### src/pkg/rlm_pkg.sv
package rlm_pkg;

  // Register bus geometry
  localparam int ADDR_W = 8;
  localparam int DATA_W = 32;

  // Register byte offsets
  localparam logic [7:0] OFS_CTRL   = 8'h00;
  localparam logic [7:0] OFS_STATUS = 8'h04;
  localparam logic [7:0] OFS_MASK   = 8'h08;
  localparam logic [7:0] OFS_STATE  = 8'h0C;
  localparam logic [7:0] OFS_COEF   = 8'h10;
  localparam logic [7:0] OFS_COUNT  = 8'h14;

  // Control register fields
  localparam int CTRL_OPT_LSB    = 0;
  localparam int CTRL_OPT_W      = 2;
  localparam int CTRL_HIRATE_BIT = 2;
  localparam int CTRL_SWREQ_BIT  = 3;
  localparam int CTRL_W          = 3;
  localparam logic [2:0] CTRL_RST = 3'h1;

  // Status, mask and interrupt bit positions
  localparam int EV_CAL_DONE   = 0;
  localparam int EV_EYE_DONE   = 1;
  localparam int EV_COEFF_DONE = 2;
  localparam int EV_LOCK_LOST  = 3;
  localparam int EV_TIMEOUT    = 4;
  localparam int EV_W          = 5;
  localparam logic [4:0] MASK_RST = 5'h00;

  // State register fields
  localparam int STA_STATE_LSB = 0;
  localparam int STA_BUSY_BIT  = 2;
  localparam int STA_VALID_BIT = 3;
  localparam int STA_READY_BIT = 4;
  localparam int STA_TRACK_BIT = 5;
  localparam int STA_FIRST_BIT = 6;

  // Static equalizer coefficients
  localparam int COEF_W = 16;
  localparam logic [15:0] COEF_RST = 16'h0000;

  // Calibration counter
  localparam int CNT_W = 16;

  // Fine lock tolerance
  localparam int PPM_W = 13;
  localparam logic [12:0] LOCK_TOL_PPM = 13'd4000;

  // Timing
  localparam int CLK_MHZ        = 20;
  localparam int CAL_TIMEOUT_US = 100;
  localparam int TMO_W          = 12;
  localparam logic [11:0] CAL_TIMEOUT_CYC = 12'(CAL_TIMEOUT_US * CLK_MHZ);

  // Synchronised request bit positions
  localparam int SYN_CAL   = 0;
  localparam int SYN_EYE   = 1;
  localparam int SYN_COEFF = 2;
  localparam int SYN_LOS   = 3;
  localparam int SYN_W     = 4;

  typedef enum logic [1:0] {
    OPT_NO_CAL_RECOVERY,
    OPT_FIRST_AND_DEMAND,
    OPT_ON_DEMAND,
    OPT_FIXED_EQUALIZER
  } rlm_option_t;

  typedef enum logic [1:0] {
    CAL_FULL,
    CAL_EYE,
    CAL_COEFF,
    CAL_DC_OFFSET
  } rlm_cal_kind_t;

  typedef enum logic [1:0] {
    ST_REF_TRACK,
    ST_ACQUIRE,
    ST_CALIBRATE,
    ST_DATA_TRACK
  } rlm_state_t;

  typedef struct packed {
    logic              wr;
    logic              rd;
    logic [ADDR_W-1:0] addr;
    logic [DATA_W-1:0] wdata;
  } rlm_bus_req_t;

  typedef struct packed {
    logic             sigDetect;
    logic             pllLock;
    logic [PPM_W-1:0] freqErrPpm;
    logic             calDone;
  } rlm_pma_stat_t;

  typedef struct packed {
    logic              start;
    rlm_cal_kind_t     kind;
    logic              eqAutoEn;
    logic [COEF_W-1:0] eqCoef;
  } rlm_cal_cmd_t;

endpackage

### src/rtl/receiver_lock_manager.sv
// Behaviour
// - Valid needs lock and idle manager
// - Activity low means signal present
// - Fine lock within 4000 ppm tolerance
// - Async eye recentering request
// - Async coefficient recalibration request
// - Eye done after recentering, or at once in no-cal
// - Coefficient done after recalibration, or at once in no-cal and fixed eq
// - No-cal: static, reference tracking only
// - First lock plus on demand calibration
// - On demand: calibrate only on request
// - Calibrating high from full request to completion
// - Fixed eq: DC offset, register coefficients
// - Fixed equalizer never runs equalizer autocal
// - Calibration request acts on rising edge
// - Loss of signal honoured only before tracking
module receiver_lock_manager (
  input  wire logic                 mclk,
  input  wire logic                 rst,
  input  wire rlm_pkg::rlm_bus_req_t busReq,
  output logic [rlm_pkg::DATA_W-1:0] busRdata,
  output logic                      irq,
  input  wire rlm_pkg::rlm_pma_stat_t pmaStat,
  output rlm_pkg::rlm_cal_cmd_t     calCmd,
  output logic                      dataTrackingMode,
  input  wire logic                 calRequest,
  input  wire logic                 eyeRecalRequest,
  input  wire logic                 equalizerCoeffRecalRequest,
  input  wire logic                 lossOfSignalIn,
  output logic                      rxDataValidFlag,
  output logic                      rxReadyFlag,
  output logic                      rxActiveN,
  output logic                      calibrating,
  output logic                      eyeRecalDone,
  output logic                      equalizerCoeffRecalDone
);

  logic [rlm_pkg::SYN_W-1:0]   syncReq;
  logic [rlm_pkg::SYN_W-1:0]   syncPrev_reg;
  logic [rlm_pkg::SYN_W-1:0]   syncRise;
  logic [rlm_pkg::CTRL_W-1:0]  ctrl_reg;
  logic [rlm_pkg::EV_W-1:0]    status_reg;
  logic [rlm_pkg::EV_W-1:0]    status_next;
  logic [rlm_pkg::EV_W-1:0]    mask_reg;
  logic [rlm_pkg::COEF_W-1:0]  coef_reg;
  logic [rlm_pkg::CNT_W-1:0]   calCount_reg;
  logic [rlm_pkg::TMO_W-1:0]   tmo_reg;
  logic [rlm_pkg::EV_W-1:0]    events;
  rlm_pkg::rlm_state_t         state_reg;
  rlm_pkg::rlm_state_t         state_next;
  rlm_pkg::rlm_option_t        option;
  rlm_pkg::rlm_cal_kind_t      kind_reg;
  rlm_pkg::rlm_cal_kind_t      kindPick;
  logic                        firstPend_reg;
  logic                        pendFull_reg;
  logic                        pendEye_reg;
  logic                        pendCoeff_reg;
  logic                        busy_reg;
  logic                        lockNow;
  logic                        opsDone;
  logic                        fullWanted;
  logic                        anyPend;
  logic                        calFinish;
  logic                        calTimeout;
  logic                        calEnd;
  logic                        swReq;
  logic                        fullReq;
  logic                        eyeReq;
  logic                        coeffReq;
  logic                        eyeBypass;
  logic                        coeffBypass;
  logic                        eyeFinish;
  logic                        coeffFinish;
  logic                        fullFinish;
  logic                        valid_next;
  logic                        enterCal;

  // Requests cross clock domains before edge detection
  rlm_sync_bits #(
    .W (rlm_pkg::SYN_W)
  ) u_sync (
    .mclk    (mclk),
    .rst     (rst),
    .asyncIn ({lossOfSignalIn, equalizerCoeffRecalRequest, eyeRecalRequest, calRequest}),
    .syncOut (syncReq)
  );

  // Reset high like the synchroniser, so no false edge follows reset
  always_ff @(posedge mclk or posedge rst) begin
    if (rst) begin
      syncPrev_reg <= '1;
    end else begin
      syncPrev_reg <= syncReq;
    end
  end

  assign syncRise = syncReq & ~syncPrev_reg;

  // Decoded qualifiers
  assign option   = rlm_pkg::rlm_option_t'(ctrl_reg[rlm_pkg::CTRL_OPT_LSB +: rlm_pkg::CTRL_OPT_W]);
  assign swReq    = busReq.wr && (busReq.addr == rlm_pkg::OFS_CTRL)
                    && busReq.wdata[rlm_pkg::CTRL_SWREQ_BIT];
  // No-cal option drops full calibration requests; eye and coefficient requests are answered at once
  assign fullReq  = (syncRise[rlm_pkg::SYN_CAL] || swReq)
                    && (option != rlm_pkg::OPT_NO_CAL_RECOVERY);
  assign eyeReq   = syncRise[rlm_pkg::SYN_EYE];
  assign coeffReq = syncRise[rlm_pkg::SYN_COEFF];
  // Nothing to recalibrate: answer at once
  assign eyeBypass   = eyeReq && (option == rlm_pkg::OPT_NO_CAL_RECOVERY);
  assign coeffBypass = coeffReq && ((option == rlm_pkg::OPT_NO_CAL_RECOVERY)
                       || (option == rlm_pkg::OPT_FIXED_EQUALIZER));

  // Fine lock: PLL locked, error in tolerance
  assign lockNow = pmaStat.pllLock && (pmaStat.freqErrPpm <= rlm_pkg::LOCK_TOL_PPM);

  // First-lock calibration for options 1 and 3
  assign fullWanted = pendFull_reg || (firstPend_reg
                      && ((option == rlm_pkg::OPT_FIRST_AND_DEMAND)
                      || (option == rlm_pkg::OPT_FIXED_EQUALIZER)));
  assign anyPend    = fullWanted || pendEye_reg || pendCoeff_reg;

  // Full beats incremental
  always_comb begin
    kindPick = rlm_pkg::CAL_COEFF;
    if (fullWanted) begin
      if (option == rlm_pkg::OPT_FIXED_EQUALIZER) begin
        kindPick = rlm_pkg::CAL_DC_OFFSET;
      end else begin
        kindPick = rlm_pkg::CAL_FULL;
      end
    end else if (pendEye_reg) begin
      kindPick = rlm_pkg::CAL_EYE;
    end
  end

  // Calibration end or timeout
  assign calFinish   = (state_reg == rlm_pkg::ST_CALIBRATE) && pmaStat.calDone;
  assign calTimeout  = (state_reg == rlm_pkg::ST_CALIBRATE) && !pmaStat.calDone
                       && (tmo_reg == rlm_pkg::CAL_TIMEOUT_CYC);
  assign calEnd      = calFinish || calTimeout;
  assign fullFinish  = calEnd && ((kind_reg == rlm_pkg::CAL_FULL)
                       || (kind_reg == rlm_pkg::CAL_DC_OFFSET));
  assign eyeFinish   = (calEnd && (kind_reg == rlm_pkg::CAL_EYE)) || eyeBypass;
  assign coeffFinish = (calEnd && (kind_reg == rlm_pkg::CAL_COEFF)) || coeffBypass;
  assign enterCal    = (state_reg == rlm_pkg::ST_DATA_TRACK) && lockNow && anyPend;

  // Lane state machine
  always_comb begin
    state_next = state_reg;
    case (state_reg)
      rlm_pkg::ST_REF_TRACK: begin
        // LOS only matters before data tracking
        if ((option != rlm_pkg::OPT_NO_CAL_RECOVERY) && pmaStat.sigDetect
            && !syncReq[rlm_pkg::SYN_LOS]) begin
          state_next = rlm_pkg::ST_ACQUIRE;
        end
      end
      rlm_pkg::ST_ACQUIRE: begin
        if (option == rlm_pkg::OPT_NO_CAL_RECOVERY) begin
          state_next = rlm_pkg::ST_REF_TRACK;
        end else if (lockNow) begin
          state_next = rlm_pkg::ST_DATA_TRACK;
        end
      end
      rlm_pkg::ST_CALIBRATE: begin
        if (calEnd) begin
          state_next = rlm_pkg::ST_DATA_TRACK;
        end
      end
      rlm_pkg::ST_DATA_TRACK: begin
        if (option == rlm_pkg::OPT_NO_CAL_RECOVERY) begin
          state_next = rlm_pkg::ST_REF_TRACK;
        end else if (!lockNow) begin
          state_next = rlm_pkg::ST_ACQUIRE;
        end else if (anyPend) begin
          state_next = rlm_pkg::ST_CALIBRATE;
        end
      end
      default: begin
        state_next = rlm_pkg::ST_REF_TRACK;
      end
    endcase
  end

  always_ff @(posedge mclk or posedge rst) begin
    if (rst) begin
      state_reg <= rlm_pkg::ST_REF_TRACK;
    end else begin
      state_reg <= state_next;
    end
  end

  // Kind latched on entry
  always_ff @(posedge mclk or posedge rst) begin
    if (rst) begin
      kind_reg <= rlm_pkg::CAL_FULL;
    end else if (enterCal) begin
      kind_reg <= kindPick;
    end
  end

  // Timeout guards against a silent engine
  always_ff @(posedge mclk or posedge rst) begin
    if (rst) begin
      tmo_reg <= '0;
    end else if (state_reg != rlm_pkg::ST_CALIBRATE) begin
      tmo_reg <= '0;
    end else if (tmo_reg != rlm_pkg::CAL_TIMEOUT_CYC) begin
      tmo_reg <= tmo_reg + 12'h001;
    end
  end

  // First-lock flag: armed by reset
  always_ff @(posedge mclk or posedge rst) begin
    if (rst) begin
      firstPend_reg <= 1'b1;
    end else if (fullFinish || (option == rlm_pkg::OPT_ON_DEMAND)
                 || (option == rlm_pkg::OPT_NO_CAL_RECOVERY)) begin
      firstPend_reg <= 1'b0;
    end
  end

  // Pending requests; a new one beats a clear
  always_ff @(posedge mclk or posedge rst) begin
    if (rst) begin
      pendFull_reg  <= 1'b0;
      pendEye_reg   <= 1'b0;
      pendCoeff_reg <= 1'b0;
    end else begin
      if (fullReq) begin
        pendFull_reg <= 1'b1;
      end else if (enterCal && ((kindPick == rlm_pkg::CAL_FULL)
                   || (kindPick == rlm_pkg::CAL_DC_OFFSET))) begin
        pendFull_reg <= 1'b0;
      end
      if (eyeReq && !eyeBypass) begin
        pendEye_reg <= 1'b1;
      end else if (enterCal && (kindPick == rlm_pkg::CAL_EYE)) begin
        pendEye_reg <= 1'b0;
      end
      if (coeffReq && !coeffBypass) begin
        pendCoeff_reg <= 1'b1;
      end else if (enterCal && (kindPick == rlm_pkg::CAL_COEFF)) begin
        pendCoeff_reg <= 1'b0;
      end
    end
  end

  // Busy from full request to completion
  always_ff @(posedge mclk or posedge rst) begin
    if (rst) begin
      busy_reg <= 1'b0;
    end else if (fullReq || (enterCal && fullWanted)) begin
      busy_reg <= 1'b1;
    end else if (fullFinish && !pendFull_reg) begin
      busy_reg <= 1'b0;
    end
  end

  assign calibrating = busy_reg;

  // Done stays high until the request drops
  always_ff @(posedge mclk or posedge rst) begin
    if (rst) begin
      eyeRecalDone            <= 1'b0;
      equalizerCoeffRecalDone <= 1'b0;
    end else begin
      if (eyeFinish) begin
        eyeRecalDone <= 1'b1;
      end else if (!syncReq[rlm_pkg::SYN_EYE]) begin
        eyeRecalDone <= 1'b0;
      end
      if (coeffFinish) begin
        equalizerCoeffRecalDone <= 1'b1;
      end else if (!syncReq[rlm_pkg::SYN_COEFF]) begin
        equalizerCoeffRecalDone <= 1'b0;
      end
    end
  end

  // Valid once locked and idle
  assign opsDone    = ((state_reg == rlm_pkg::ST_DATA_TRACK) && !anyPend && !busy_reg)
                      || ((option == rlm_pkg::OPT_NO_CAL_RECOVERY) && !busy_reg);
  assign valid_next = lockNow && opsDone;

  // Registered lane status
  always_ff @(posedge mclk or posedge rst) begin
    if (rst) begin
      rxDataValidFlag  <= 1'b0;
      rxReadyFlag      <= 1'b0;
      rxActiveN        <= 1'b1;
      dataTrackingMode <= 1'b0;
    end else begin
      rxDataValidFlag  <= valid_next;
      rxReadyFlag      <= lockNow;
      rxActiveN        <= !pmaStat.sigDetect;
      dataTrackingMode <= (state_next != rlm_pkg::ST_REF_TRACK);
    end
  end

  // Calibration engine command
  always_ff @(posedge mclk or posedge rst) begin
    if (rst) begin
      calCmd <= '0;
    end else begin
      calCmd.start    <= enterCal;
      calCmd.kind     <= enterCal ? kindPick : calCmd.kind;
      calCmd.eqAutoEn <= (option == rlm_pkg::OPT_FIRST_AND_DEMAND)
                         || (option == rlm_pkg::OPT_ON_DEMAND);
      calCmd.eqCoef   <= coef_reg;
    end
  end

  // Control, mask and coefficient registers
  always_ff @(posedge mclk or posedge rst) begin
    if (rst) begin
      ctrl_reg <= rlm_pkg::CTRL_RST;
      mask_reg <= rlm_pkg::MASK_RST;
      coef_reg <= rlm_pkg::COEF_RST;
    end else if (busReq.wr) begin
      if (busReq.addr == rlm_pkg::OFS_CTRL) begin
        ctrl_reg <= busReq.wdata[rlm_pkg::CTRL_W-1:0];
      end
      if (busReq.addr == rlm_pkg::OFS_MASK) begin
        mask_reg <= busReq.wdata[rlm_pkg::EV_W-1:0];
      end
      if (busReq.addr == rlm_pkg::OFS_COEF) begin
        coef_reg <= busReq.wdata[rlm_pkg::COEF_W-1:0];
      end
    end
  end

  // Completed calibrations, wraps
  always_ff @(posedge mclk or posedge rst) begin
    if (rst) begin
      calCount_reg <= '0;
    end else if (calFinish) begin
      calCount_reg <= calCount_reg + 16'h0001;
    end
  end

  // Sticky events; set beats clear
  always_comb begin
    events = '0;
    events[rlm_pkg::EV_CAL_DONE]   = fullFinish;
    events[rlm_pkg::EV_EYE_DONE]   = eyeFinish;
    events[rlm_pkg::EV_COEFF_DONE] = coeffFinish;
    events[rlm_pkg::EV_LOCK_LOST]  = rxReadyFlag && !lockNow;
    events[rlm_pkg::EV_TIMEOUT]    = calTimeout;
    status_next = status_reg;
    if (busReq.wr && (busReq.addr == rlm_pkg::OFS_STATUS)) begin
      status_next = status_reg & ~busReq.wdata[rlm_pkg::EV_W-1:0];
    end
    status_next = status_next | events;
  end

  always_ff @(posedge mclk or posedge rst) begin
    if (rst) begin
      status_reg <= '0;
      irq        <= 1'b0;
    end else begin
      status_reg <= status_next;
      irq        <= |(status_next & mask_reg);
    end
  end

  // Read data for one cycle after the strobe
  always_ff @(posedge mclk or posedge rst) begin
    if (rst) begin
      busRdata <= '0;
    end else begin
      busRdata <= '0;
      if (busReq.rd) begin
        case (busReq.addr)
          rlm_pkg::OFS_CTRL: begin
            busRdata[rlm_pkg::CTRL_W-1:0] <= ctrl_reg;
          end
          rlm_pkg::OFS_STATUS: begin
            busRdata[rlm_pkg::EV_W-1:0] <= status_reg;
          end
          rlm_pkg::OFS_MASK: begin
            busRdata[rlm_pkg::EV_W-1:0] <= mask_reg;
          end
          rlm_pkg::OFS_STATE: begin
            busRdata[rlm_pkg::STA_STATE_LSB +: 2] <= state_reg;
            busRdata[rlm_pkg::STA_BUSY_BIT]       <= busy_reg;
            busRdata[rlm_pkg::STA_VALID_BIT]      <= rxDataValidFlag;
            busRdata[rlm_pkg::STA_READY_BIT]      <= rxReadyFlag;
            busRdata[rlm_pkg::STA_TRACK_BIT]      <= dataTrackingMode;
            busRdata[rlm_pkg::STA_FIRST_BIT]      <= firstPend_reg;
          end
          rlm_pkg::OFS_COEF: begin
            busRdata[rlm_pkg::COEF_W-1:0] <= coef_reg;
          end
          rlm_pkg::OFS_COUNT: begin
            busRdata[rlm_pkg::CNT_W-1:0] <= calCount_reg;
          end
          default: begin
            busRdata <= '0;
          end
        endcase
      end
    end
  end

endmodule

### src/rtl/rlm_sync_bits.sv
module rlm_sync_bits #(
  parameter int W = 4
) (
  input  wire logic         mclk,
  input  wire logic         rst,
  input  wire logic [W-1:0] asyncIn,
  output logic      [W-1:0] syncOut
);

  logic [W-1:0] stage1Reg;
  logic [W-1:0] stage2Reg;

  // Resets high so loss of signal reads as present until sampled
  for (genvar i = 0; i < W; i++) begin : g_bit
    always_ff @(posedge mclk or posedge rst) begin
      if (rst) begin
        stage1Reg[i] <= 1'b1;
        stage2Reg[i] <= 1'b1;
      end else begin
        stage1Reg[i] <= asyncIn[i];
        stage2Reg[i] <= stage1Reg[i];
      end
    end
  end

  assign syncOut = stage2Reg;

endmodule

### config.mk
export PLATFORM = sky130hd
export DESIGN_NAME = receiver_lock_manager
export DESIGN_NICKNAME = d
export VERILOG_FILES = /design/src/pkg/rlm_pkg.sv /design/src/rtl/receiver_lock_manager.sv /design/src/rtl/rlm_sync_bits.sv
export SDC_FILE = /design/constraint.sdc
export NUM_CORES = 1
export LEC_CHECK = 0
export BUFFER_PORTS_ARGS = -buffer_cell sky130_fd_sc_hd__buf_4
export CAP_MARGIN = 0
export CORE_MARGIN = 2
export CORE_UTILIZATION = 55
export DETAILED_ROUTE_END_ITERATION = 7
export GPL_TIMING_DRIVEN = 0
export MAX_ROUTING_LAYER = met4
export PLACE_DENSITY = 0.91
export REMOVE_ABC_BUFFERS = 1
export SLEW_MARGIN = 20
export SYNTH_ARGS = -nofsm -noshare
export SYNTH_HDL_FRONTEND = slang
export SYNTH_HIERARCHICAL = 1
export SYNTH_SLANG_ARGS = --single-unit
### constraint.sdc
create_clock -name mclk -period 8.06 [get_ports mclk]
set_input_delay 0.806 -clock mclk [delete_from_list [all_inputs] [get_ports mclk]]
set_output_delay 0.806 -clock mclk [all_outputs]
set_load 0.05 [all_outputs]
# After elaboration in Yosys (flattened, before gate mapping)
# Cells that the tools add are included.
# classes
addsub	2
multipliers	0
div_mod_pow	0
n_lt_le_gt_ge	1
n_eq_ne	22
n_shift	0
n_mux	31
bitwise_logic	6
reduce_logical	71
# op_table
operator	n
1-bit logical AND	30
12-bit two-way mux	2
2-bit two-way mux	10
3-bit case mux with 6 select lines	1
9-bit case mux with 2 select lines	1
16-bit by 1-bit adder with 16-bit output (second input constant)	1
2-bit equality test (second input constant)	8
8-bit by 4-bit equality test with 1-bit output (second input constant)	2
8-bit by 5-bit equality test with 1-bit output (second input constant)	2
1-bit logical OR	16
16-bit two-way mux	1
2-bit nonzero test	7
13-bit by 12-bit less-or-equal comparator with 1-bit output (second input constant)	1
12-bit by 1-bit adder with 12-bit output (second input constant)	1
12-bit by 11-bit equality test with 1-bit output (second input constant)	1
1-bit two-way mux	12
12-bit by 11-bit inequality test with 1-bit output (second input constant)	1
5-bit AND	2
2-bit case mux with 5 select lines	1
1-bit logical NOT	9
2-bit by 1-bit equality test with 1-bit output (second input constant)	4
8-bit by 3-bit equality test with 1-bit output (second input constant)	1
2-bit logical NOT	4
8-bit logical NOT	1
other kinds (10)	14
# word_totals
reg_bits	134
latchBits	0
ram_bits	0
rom_bits	0
input_bits	64
out_inout_bits	60
word_cells	166
mem_count	0

# Longest topological paths before layout
# Gate-level depths: netlist of the first run.
# logic_depth
depth_word	11
depth_mapped	10
ltp_nobuf	10

# Hierarchy
# The synthesis of the first run kept the hierarchy.
# by_module_without_submodules
module	instances	cells_per_inst	area_per_inst_um2	seq_area_each_um2
receiver_lock_manager	1	410	4884.7	2760.1
rlm_sync_bits	1	9	214.0	210.2

# Worst setup path before layout of the first run
# OpenSTA, ideal clock, no wires.
# synth_timing
kind	input-to-reg
start	input busReq[33] (netlist name)
end	register coef_reg[0] (netlist name)
setup_ps	125
arrival_ps	2458
required_ps	7935
slack_ps	5477
path_stages	6
n_path_buf	2
cell_sequence	or4_1 -> buf_2 -> nor4_4 -> nand2_4 -> buf_6 -> mux2_4
# synth_via
elab_chain_len	2
# synth_lines
element	line	source
start: declaration	receiver_lock_manager.sv:20	input wire rlm_pkg::rlm_bus_req_t busReq,
8-bit by 5-bit equality test with 1-bit output	receiver_lock_manager.sv:327	if (busReq.addr == rlm_pkg::OFS_COEF) begin
2-bit AND reduction (no line)	n/a	
end signal: assignment	receiver_lock_manager.sv:319	coef_reg <= rlm_pkg::COEF_RST;
end signal: assignment	receiver_lock_manager.sv:328	coef_reg <= busReq.wdata[rlm_pkg::COEF_W-1:0];
end: declaration	receiver_lock_manager.sv:45	logic [rlm_pkg::COEF_W-1:0] coef_reg;
# Every way passes these cells.
# A chain may end at the register's enable or synchronous reset.

# Worst setup path after layout of the first run
# layout_timing
start	input busReq[33] (netlist name)
end	register coef_reg[8] (netlist name)
# Same word-level chain as after synthesis.

==> metrics.yaml, run 1 <==
run_status: "completed"
portBuffers: 91
ys_ff_latch: 118
p_leak_nw: 3.10
fin_util_pct: 70.8
post-synth-top-area-cell: "dfrtp_1"
synth_top_area_share_pct: 51.0
synthTopCellsByArea: "dfrtp_1 51%, dfstp_2 7.2%, xnor2_1 3.1%, mux2_4 2.9%, mux2_2 2.9%"
drive_gt1_share_pct: 31.6
h-tree-depth: 4
fin_cells: 640
coreArea_um2: 9110
setup_viol: 0
register_area_um2: 2970
clk_path_buf_depth: 2
drv_slew: 0
largest_reg_flops: 20
wl_per_cell_um: 17.6
antenna_cells: 0
place_inst: 608
multi_input_area_um2: 1940
hold_violations: 0
ys_async_sr_fraction_pct: 100
vias_per_cell: 5.79
cts-root-buf: "clkbuf_8"
gp_congestion: 0.940
drt_iter0_markers: 306
path_buf_inv: 1
cts_setup_buffers: 0
track_usage_pct: 24.7
grt_pass1_vias: 3763
crit_path_max_fanout: 17
fin_ws_ps: 5160
grt_pass1_wl_um: 18300
synth_enable_flop_cells: 0
cp.arrival_ps: 3300
clk_pin_slew_worst_paths_ps: 60
critPathTopFamily: "simple AND/OR/NAND/NOR gates"
cp_slowest_cell: "nor4_4"
rows: 35
path_cells: "buf_4 > or4_1 > nor4_4 > nand2_4 > mux2_4"
irDropWorstVdd_mv: 0.198
clock-sinks: 118
synth_cell_types: 59
whs_ps: 241
start_kind: "input port"
antenna_left: 0
rsz0062_at_grt: "false"
drt_wl_total_um: 11300
period_minus_slack_ps: 2900
skew_ps: 7.91
setup_tns_ps: 0
fin_area_um2: 6450
grt-ovfl-total: 0
r2r_setup_slack_ps: 5740
power_density_nw_per_um2: 255
cts_resized: 0
tightest_slew_ps: 1050
syn_inst: 419
routed-via-count: 3706
power_mw: 1.65
synth_area_per_cell_um2: 12.2
max_freq_mhz: 345
worstSetupPathType: "in2reg"
finalCritPeriodShare_pct: 36.0
die_area_um2: 10100
place_ws_ps: 4630
slew_headroom_pct: 29.5
die_w_um: 100
cp-end-kind: "register"
crit_path_max_incr_delay_ps: 910
initial_utilization_pct: 56.0
drtPass1Iterations: 6
required_ps: 8460
cts_buffers: 17
area_delta_synth_final_pct: 26.5
largest-register: "calCmd"
yosysSeqAreaShare_pct: 58.3
drc: 0
cts_tree: "done"
cts_hold_buf: 0
syn_area_um2: 5100
place_hpwl_um: 7500
fill_cells: 606
clock_latency_ps: 520
ios: 124
cap_violations: 0
ys_dominant_reg_cell: "dfrtp_1"
antenna_found_initial: 0
fin_nets: 591
dpl_cell_area_um2: 5830
grt_max_degree: 86
die_h_um: 100
synth_warnings: 6
hold_class: "in2async"
## area by class of cell
| type | instances | share of cell area (%) |
|---|---|---|
| flip-flops and latches | 118 | 46.1 |
| multi-input cells | 270 | 30.1 |
| repair buffers | 92 | 11.0 |
| clock buffers | 18 | 6.48 |
| clock inverters | 14 | 3.08 |
| well taps | 111 | 2.15 |
| inverters | 17 | 1.07 |
## layer usage
metal	share of wire, %	wire length (um)	track usage (%)	up-vias
met2	52	5860	40.7	184
li1	-	-	-	1650
met5	0	0	-	-
met1	38	4330	28.3	1847
met4	2.1	239	10.7	0
met3	7.6	861	7.17	25
## cell usage in the layout, fill, tap and decap left out, types with 5 or more instances in the layout
cell type    n
dfrtp_1    104
buf_4       91
nor2_1      26
nand2_1     25
xnor2_1     18
inv_1       16
conb_1      16
clkbuf_16   16
a22oi_1     15
nor2b_1     14
dfstp_2     14
nand3_1     13
mux2_2      13
ha_1        11
mux2_4      10
and3_1       9
o21ai_0      8
nand4_1      8
xor2_1       7
a21oi_1      6
nor3_1       5
nand2b_1     5
## final timing paths
kind	startpoint	endpoint	cells past startpoint
worst max register to register	tmo_reg[0]	irq	7
worst min register to register	u_sync/stage1Reg[2]	u_sync/syncOut[2]	0
min in group mclk	u_sync/stage1Reg[2]	u_sync/syncOut[2]	0
worst min-delay path	rst	calCmd[19]	2
worst max-delay path	busReq[33]	coef_reg[8]	5
max in group asynchronous	rst	calCmd[2]	3
## cells by family after synthesis
group	Yosys count	synth area share (%)
simple gates	129	14.1
flops	118	58.3
compound gates	63	9.25
buf+inv	46	4.91
mux	26	6.40
xor+xnor	25	4.29
fa+ha+maj	11	2.70
other cells	1	0.0735
## report_power, final
| part | total [mW] | switching, mW | internal [mW] |
|---|---|---|---|
| combinational | 0.202 | 0.131 | 0.0704 |
| sequential | 0.667 | 0.0351 | 0.632 |
| clock | 0.778 | 0.273 | 0.505 |
| total | 1.65 | 0.439 | 1.21 |
## Yosys cell counts, types with 2 or more instances
cell type / count
a21boi_0: 2
a21o_1: 2
a21oi_1: 6
a221oi_1: 3
a222oi_1: 4
a22o_1: 2
a22oi_1: 15
a31oi_1: 3
and2_1: 2
and3_1: 9
and4_1: 4
buf_2: 5
buf_4: 17
clkbuf_1: 6
dfrtp_1: 104
dfstp_2: 14
ha_1: 11
inv_1: 17
mux2_2: 13
mux2_4: 10
mux2i_1: 3
nand2_1: 25
nand2b_1: 5
nand3_1: 13
nand3b_1: 2
nand4_1: 8
nor2_1: 26
nor2b_1: 14
nor3_1: 5
nor4_1: 2
nor4b_1: 3
o211ai_1: 2
o21ai_0: 8
o2bb2ai_1: 4
o31ai_1: 2
or4_1: 2
xnor2_1: 18
xor2_1: 7
Power figures use the tool's default switching activity.
==> run 2: changes to the inputs <==
Settings changed: CORE_UTILIZATION 55 to 53, PLACE_DENSITY 0.91 to 0.88.
Clock period 8.06 ns to 2.7 ns, I/O delays scaled along.
==> metrics.yaml, run 2 (synthesis gave the netlist of run 1 again) <==
run_status: "completed"  # unchanged
cp.arrival_ps: 2710  # was 3300 ps
cts_tree: "done"  # unchanged
p_switching_mw: 1.31  # was 0.439 mW
start_kind: "input port"  # unchanged
portBuffers: 91  # unchanged
fin_util_pct: 71.6  # was 70.8%
drt_iter0_markers: 164  # was 306
whs_ps: 30.3  # was 241 ps
cts_setup_buffers: 0  # unchanged
register_area_um2: 2970  # unchanged
grt-ovfl-total: 0  # unchanged
tightest_slew_ps: 992  # was 1050 ps
path_buf_inv: 1  # unchanged
setup_viol: 0  # unchanged
vias_per_cell: 5.52  # was 5.79
multi_input_area_um2: 1940  # unchanged
slew_headroom_pct: 33.3  # was 29.5%
die_area_um2: 10400  # was 10,100 um^2
clock_latency_ps: 510  # was 520 ps
hold_class: "in2reg"  # was in2async
crit_path_max_fanout: 17  # unchanged
die_h_um: 102  # was 100 um
irDropWorstVdd_mv: 0.611  # was 0.198 mV
max_freq_mhz: 432
path_cells: "buf_4 > or4_1 > nor4_4 > nand2_4 > mux2_4"  # unchanged
rows: 35  # unchanged
clock-sinks: 118  # unchanged
pwr-share-clk_pct: 46.2  # was 47.2%
die_w_um: 102  # was 100 um
antenna_found_initial: 0  # unchanged
power_mw: 4.86  # was 1.65 mW
fin_cells: 677  # was 640
cap_violations: 0  # unchanged
worstSetupPathType: "in2reg"  # unchanged
place_inst: 626  # was 608
fin_ws_ps: 384  # was 5160 ps
wl_per_cell_um: 17.1  # was 17.6 um
fin_nets: 610  # was 591
h-tree-depth: 4  # unchanged
grt_pass1_wl_um: 18800  # was 18,300 um
finalCritPeriodShare_pct: 85.8
coreArea_um2: 9280  # was 9110 um^2
drtPass1Iterations: 5  # was 6
power_density_nw_per_um2: 731  # was 255 nW/um^2
p_leak_nw: 3.16  # was 3.10 nW
grt_max_degree: 67  # was 86
intPower_mw: 3.55  # was 1.21 mW
drc: 0  # unchanged
gp_congestion: 0.907  # was 0.940
layout_commonest_cell: "dfrtp_1"  # unchanged
critPathTopFamily: "simple AND/OR/NAND/NOR gates"  # unchanged
period_minus_slack_ps: 2320
clk_path_buf_depth: 2  # unchanged
crit_path_max_incr_delay_ps: 880  # was 910 ps
rsz0062_at_grt: "false"  # unchanged
fill_cells: 652  # was 606
final_cell_mix: "104 x dfrtp_1, 91 x buf_4, 26 x nor2_1"  # unchanged
cts-root-buf: "clkbuf_8"  # unchanged
drive_gt1_share_pct: 30.7  # was 31.6%
place_hpwl_um: 7670  # was 7500 um
initial_utilization_pct: 54.9  # was 56.0%
grt_pass1_vias: 3822  # was 3,763
largest-register: "calCmd"  # unchanged
area_delta_synth_final_pct: 30.4  # was 26.5%
swShare_pct: 27.0  # was 26.7%
drt_wl_total_um: 11600  # was 11,300 um
hold_violations: 0  # unchanged
track_usage_pct: 24.9  # was 24.7%
routed-via-count: 3740  # was 3,706
antenna_left: 0  # unchanged
antenna_cells: 0  # unchanged
clk_pin_slew_worst_paths_ps: 60  # about the same
seq_power_share_pct: 40.9  # was 40.5%
comb_power_share_pct: 12.9  # was 12.3%
required_ps: 3090  # was 8460 ps
cts_buffers: 17  # unchanged
cp_slowest_cell: "nor4_4"  # unchanged
ios: 124  # unchanged
cp-end-kind: "register"  # unchanged
place_ws_ps: -184  # was 4630 ps
largest_reg_flops: 20  # unchanged
skew_ps: 11.6  # was 7.91 ps
drv_slew: 0  # unchanged
run 2: cell count changes in the layout (fill, tap and decap cells not counted), sizes merged:
cell         change
clkinv           -3
bufinv           -1
inv              -1
dlygate4sd3     +19
clkinvlp         +5
run 2: final cells by class:
| class | instances | area share [%] |
|---|---|---|
| repair buffers | 111 | 13.6 |
| inverters | 17 | 1.04 |
| flip-flops and latches | 118 | 44.7 |
| well taps | 129 | 2.43 |
| clock inverters | 14 | 2.64 |
| clock buffers | 18 | 6.44 |
| multi-input cells | 270 | 29.2 |
run 2: path summary, 6_finish.rpt:
| check | cells after the start | startpoint | to | slack [ps] |
|---|---|---|---|---|
| min | 3 | busReq[1] | ctrl_reg[1] | 30 |
| min in group asynchronous | 3 | rst | pendCoeff_reg | 330 |
| min reg2reg | 0 | u_sync/stage1Reg[2] | u_sync/syncOut[2] | 350 |
| max | 5 | busReq[33] | coef_reg[5] | 380 |
| max reg2reg | 7 | tmo_reg[0] | irq | 390 |
| max in group asynchronous | 4 | rst | syncPrev_reg[1] | 1700 |
run 2: repair_timing:
action	4_1_cts	5_1_grt
hold buffers	18	1
endpoints found under the hold margin	58	1
gates resized for setup	0	0
run 2: routing by layer:
metal / routed length, um / GRT usage, % / part of all wire, % / up-vias
met4: 244 / 11.1 / 2.1 / 0
met5: 0 / - / 0 / -
li1: - / - / - / 1688
met1: 4630 / 28.4 / 40 / 1873
met3: 691 / 6.43 / 6.0 / 25
met2: 6030 / 41.4 / 52 / 154
run 2: per-stage QoR:
stage	setup TNS [ps]	area, um^2
after CTS	0	6640
after detailed placement	-2750	5850
final	0	6650
after floorplan	-48090	4970
after global placement	-160410	5810
after global routing	0	6650
run 2: worst reg2reg max path, stage by stage, from the launching register on:
cell and delay (ps):
dfrtp_1 410, inv_1 90, ha_1 200, nor4bb_1 150, a31oi_1 690, nor2_1 230
o21ai_0 240, nand4_1 160
run 2: power by group through the flow:
stage	clock (mW)	sequential, mW	combinational (mW)
final	2.25	1.99	0.629
after CTS	2.28	1.98	0.627
after floorplan	0	2.12	0.251
after global placement	0	2.01	0.567
after detailed placement	0	2.01	0.592
after global routing	2.36	2.00	0.675
==> run 3: changes to the inputs <==
Settings changed: CORE_UTILIZATION 53 to 25, PLACE_DENSITY 0.88 to 0.52.
==> metrics.yaml, run 3 (synthesis gave the netlist of run 1 again) <==
ios: 124  # unchanged
irDropWorstVdd_mv: 0.426  # was 0.611 mV
antenna_cells: 0  # unchanged
layout_commonest_cell: "dfrtp_1"  # unchanged
place_hpwl_um: 8810  # was 7670 um
path_buf_inv: 1  # unchanged
drv_slew: 0  # unchanged
cp.depth: 5  # unchanged
fin_cells: 806  # was 677
grt-ovfl-total: 0  # unchanged
cts_resized: 0  # unchanged
hold_class: "in2reg"  # unchanged
h-tree-depth: 4  # unchanged
required_ps: 3000  # was 3090 ps
grt_pass1_wl_um: 19700  # was 18,800 um
die_area_um2: 21600  # was 10,400 um^2
largest_reg_flops: 20  # unchanged
gp_congestion: 0.782  # was 0.907
critical_path.endpoint: "coef_reg[9]"  # was coef_reg[5]
slew_headroom_pct: 26.9  # was 33.3%
cp_slowest_cell: "nor4_4"  # unchanged
cts-root-buf: "clkbuf_16"  # was clkbuf_8
cap_violations: 0  # unchanged
fin_nets: 598  # was 610
critPathTopFamily: "simple AND/OR/NAND/NOR gates"  # unchanged
clock_latency_ps: 410  # was 510 ps
r2r_setup_slack_ps: 500  # was 390 ps
hold_violations: 0  # unchanged
p_leak_nw: 3.11  # was 3.16 nW
setup_viol: 0  # unchanged
routed-via-count: 3481  # was 3,740
rows: 52  # was 35
period_minus_slack_ps: 2540  # was 2320 ps
area_delta_synth_final_pct: 31.2  # was 30.4%
place_inst: 768  # was 626
die_h_um: 147  # was 102 um
drt_wl_total_um: 12200  # was 11,600 um
run_status: "completed"  # unchanged
max_freq_mhz: 393  # was 432 MHz
drc: 0  # unchanged
clock-sinks: 118  # unchanged
grt_max_degree: 81  # was 67
finalCritPeriodShare_pct: 94.2  # was 85.8%
track_usage_pct: 12.2  # was 24.9%
antenna_left: 0  # unchanged
tightest_slew_ps: 1090  # was 992 ps
power_density_nw_per_um2: 719  # was 731 nW/um^2
coreArea_um2: 20100  # was 9280 um^2
drive_gt1_share_pct: 31.5  # was 30.7%
skew_ps: 5.20  # was 11.6 ps
grt_pass1_vias: 3580  # was 3,822
clk_pin_slew_worst_paths_ps: 60  # about the same
worstSetupPathType: "in2reg"  # unchanged
cp-end-kind: "register"  # unchanged
drtPass1Iterations: 4  # was 5
drt_iter0_markers: 203  # was 164
clk_path_buf_depth: 2  # unchanged
worstRegToRegCells: 7  # unchanged
largest-register: "calCmd"  # unchanged
start_kind: "input port"  # unchanged
crit_path_max_fanout: 17  # unchanged
cts_tree: "done"  # unchanged
antenna_found_initial: 0  # unchanged
portBuffers: 91  # unchanged
path_cells: "buf_4 > or4_1 > nor4_4 > nand2_4 > mux2_4"  # unchanged
r2r_end: "irq"  # unchanged
crit_path_max_incr_delay_ps: 950  # was 880 ps
cts_buffers: 17  # unchanged
die_w_um: 147  # was 102 um
cp.arrival_ps: 2840  # was 2710 ps
critPathLaunch: "busReq[33]"  # unchanged
r2r-start: "tmo_reg[0]"  # unchanged
rsz0062_at_grt: "false"  # unchanged
vias_per_cell: 4.32  # was 5.52
fin_util_pct: 33.3  # was 71.6%
initial_utilization_pct: 25.4  # was 54.9%
final_cell_mix: "104 x dfrtp_1, 91 x buf_4, 26 x nor2_1"  # unchanged
wl_per_cell_um: 15.2  # was 17.1 um
## run 3: cell count changes in the layout (fill, tap and decap cells not counted), sizes merged
cell         before  now
clkinv            3    5
inv              19   21
bufinv            3    2
buf              92   93
dlygate4sd3      19    6
clkinvlp          6    3
## run 3: how the worst min path moves through the flow
| stage | startpoint | endpoint | slack [ps] | depth (start not counted) |
|---|---|---|---|---|
| finish | busReq[6] | coef_reg[6] | 90 | 2 |
| global route | busReq[5] | coef_reg[5] | 70 | 2 |
| CTS | busReq[5] | coef_reg[5] | 80 | 2 |
| detailed placement | rst | calCmd[19] | 270 | 2 |
| global placement | u_sync/stage1Reg[0] | u_sync/syncOut[0] | 350 | 0 |
| floorplan | calRequest | u_sync/stage1Reg[0] | 270 | 0 |
## run 3: metal layers
| metal | track usage (%) | up-vias | wire, um |
|---|---|---|---|
| met4 | 4.56 | 0 | 167 |
| met5 | - | - | 0 |
| met1 | 15.3 | 1686 | 5500 |
| met3 | 3.14 | 15 | 580 |
| li1 | - | 1676 | - |
| met2 | 19.2 | 104 | 5970 |
## run 3: stage by stage
step           worst slack [ps]  TNS [ps]  hold slack [ps]  power (mW)  instance area [um^2]
2_1_floorplan              -462    -48090              274        2.38                  4970
3_3_place_gp              -1790   -194580              346        2.60                  5990
3_5_place_dp               -255     -3920              272        2.61                  6040
4_1_cts                     169         0             75.6        4.86                  6690
5_1_grt                    75.2         0             72.1        5.04                  6690
6_report                    156         0             88.7        4.81                  6690
## run 3: cell type report
type,count,area (um^2)
inverters,17,68.8
fillers,1991,13400
repair buffers,99,782
flip-flops and latches,118,2970
multi-input cells,270,1940
clock inverters,14,150
clock buffers,18,439
well taps,270,338
## run 3: timing repair
action / CTS / global route
endpoints found under the setup margin: 0 / 0
setup buffers: 0 / 0
hold buffers: 6 / 0
hold endpoints to repair: 32 / 0
## run 3: where the power goes
group / switching, mW / total [mW] / leakage [nW] / internal (mW)
combinational: 0.388 / 0.602 / 1.30 / 0.215
clock: 0.836 / 2.23 / 0.283 / 1.39
sequential: 0.0990 / 1.98 / 1.53 / 1.89
total: 1.32 / 4.81 / 3.11 / 3.49
## run 3: worst reg2reg max path, delay by kind of cell (launching register included)
family	cells	cell delay [ps]
fa+ha+maj	1	200
compound gates	2	890
flops	1	390
buf+inv	1	80
simple gates	3	500
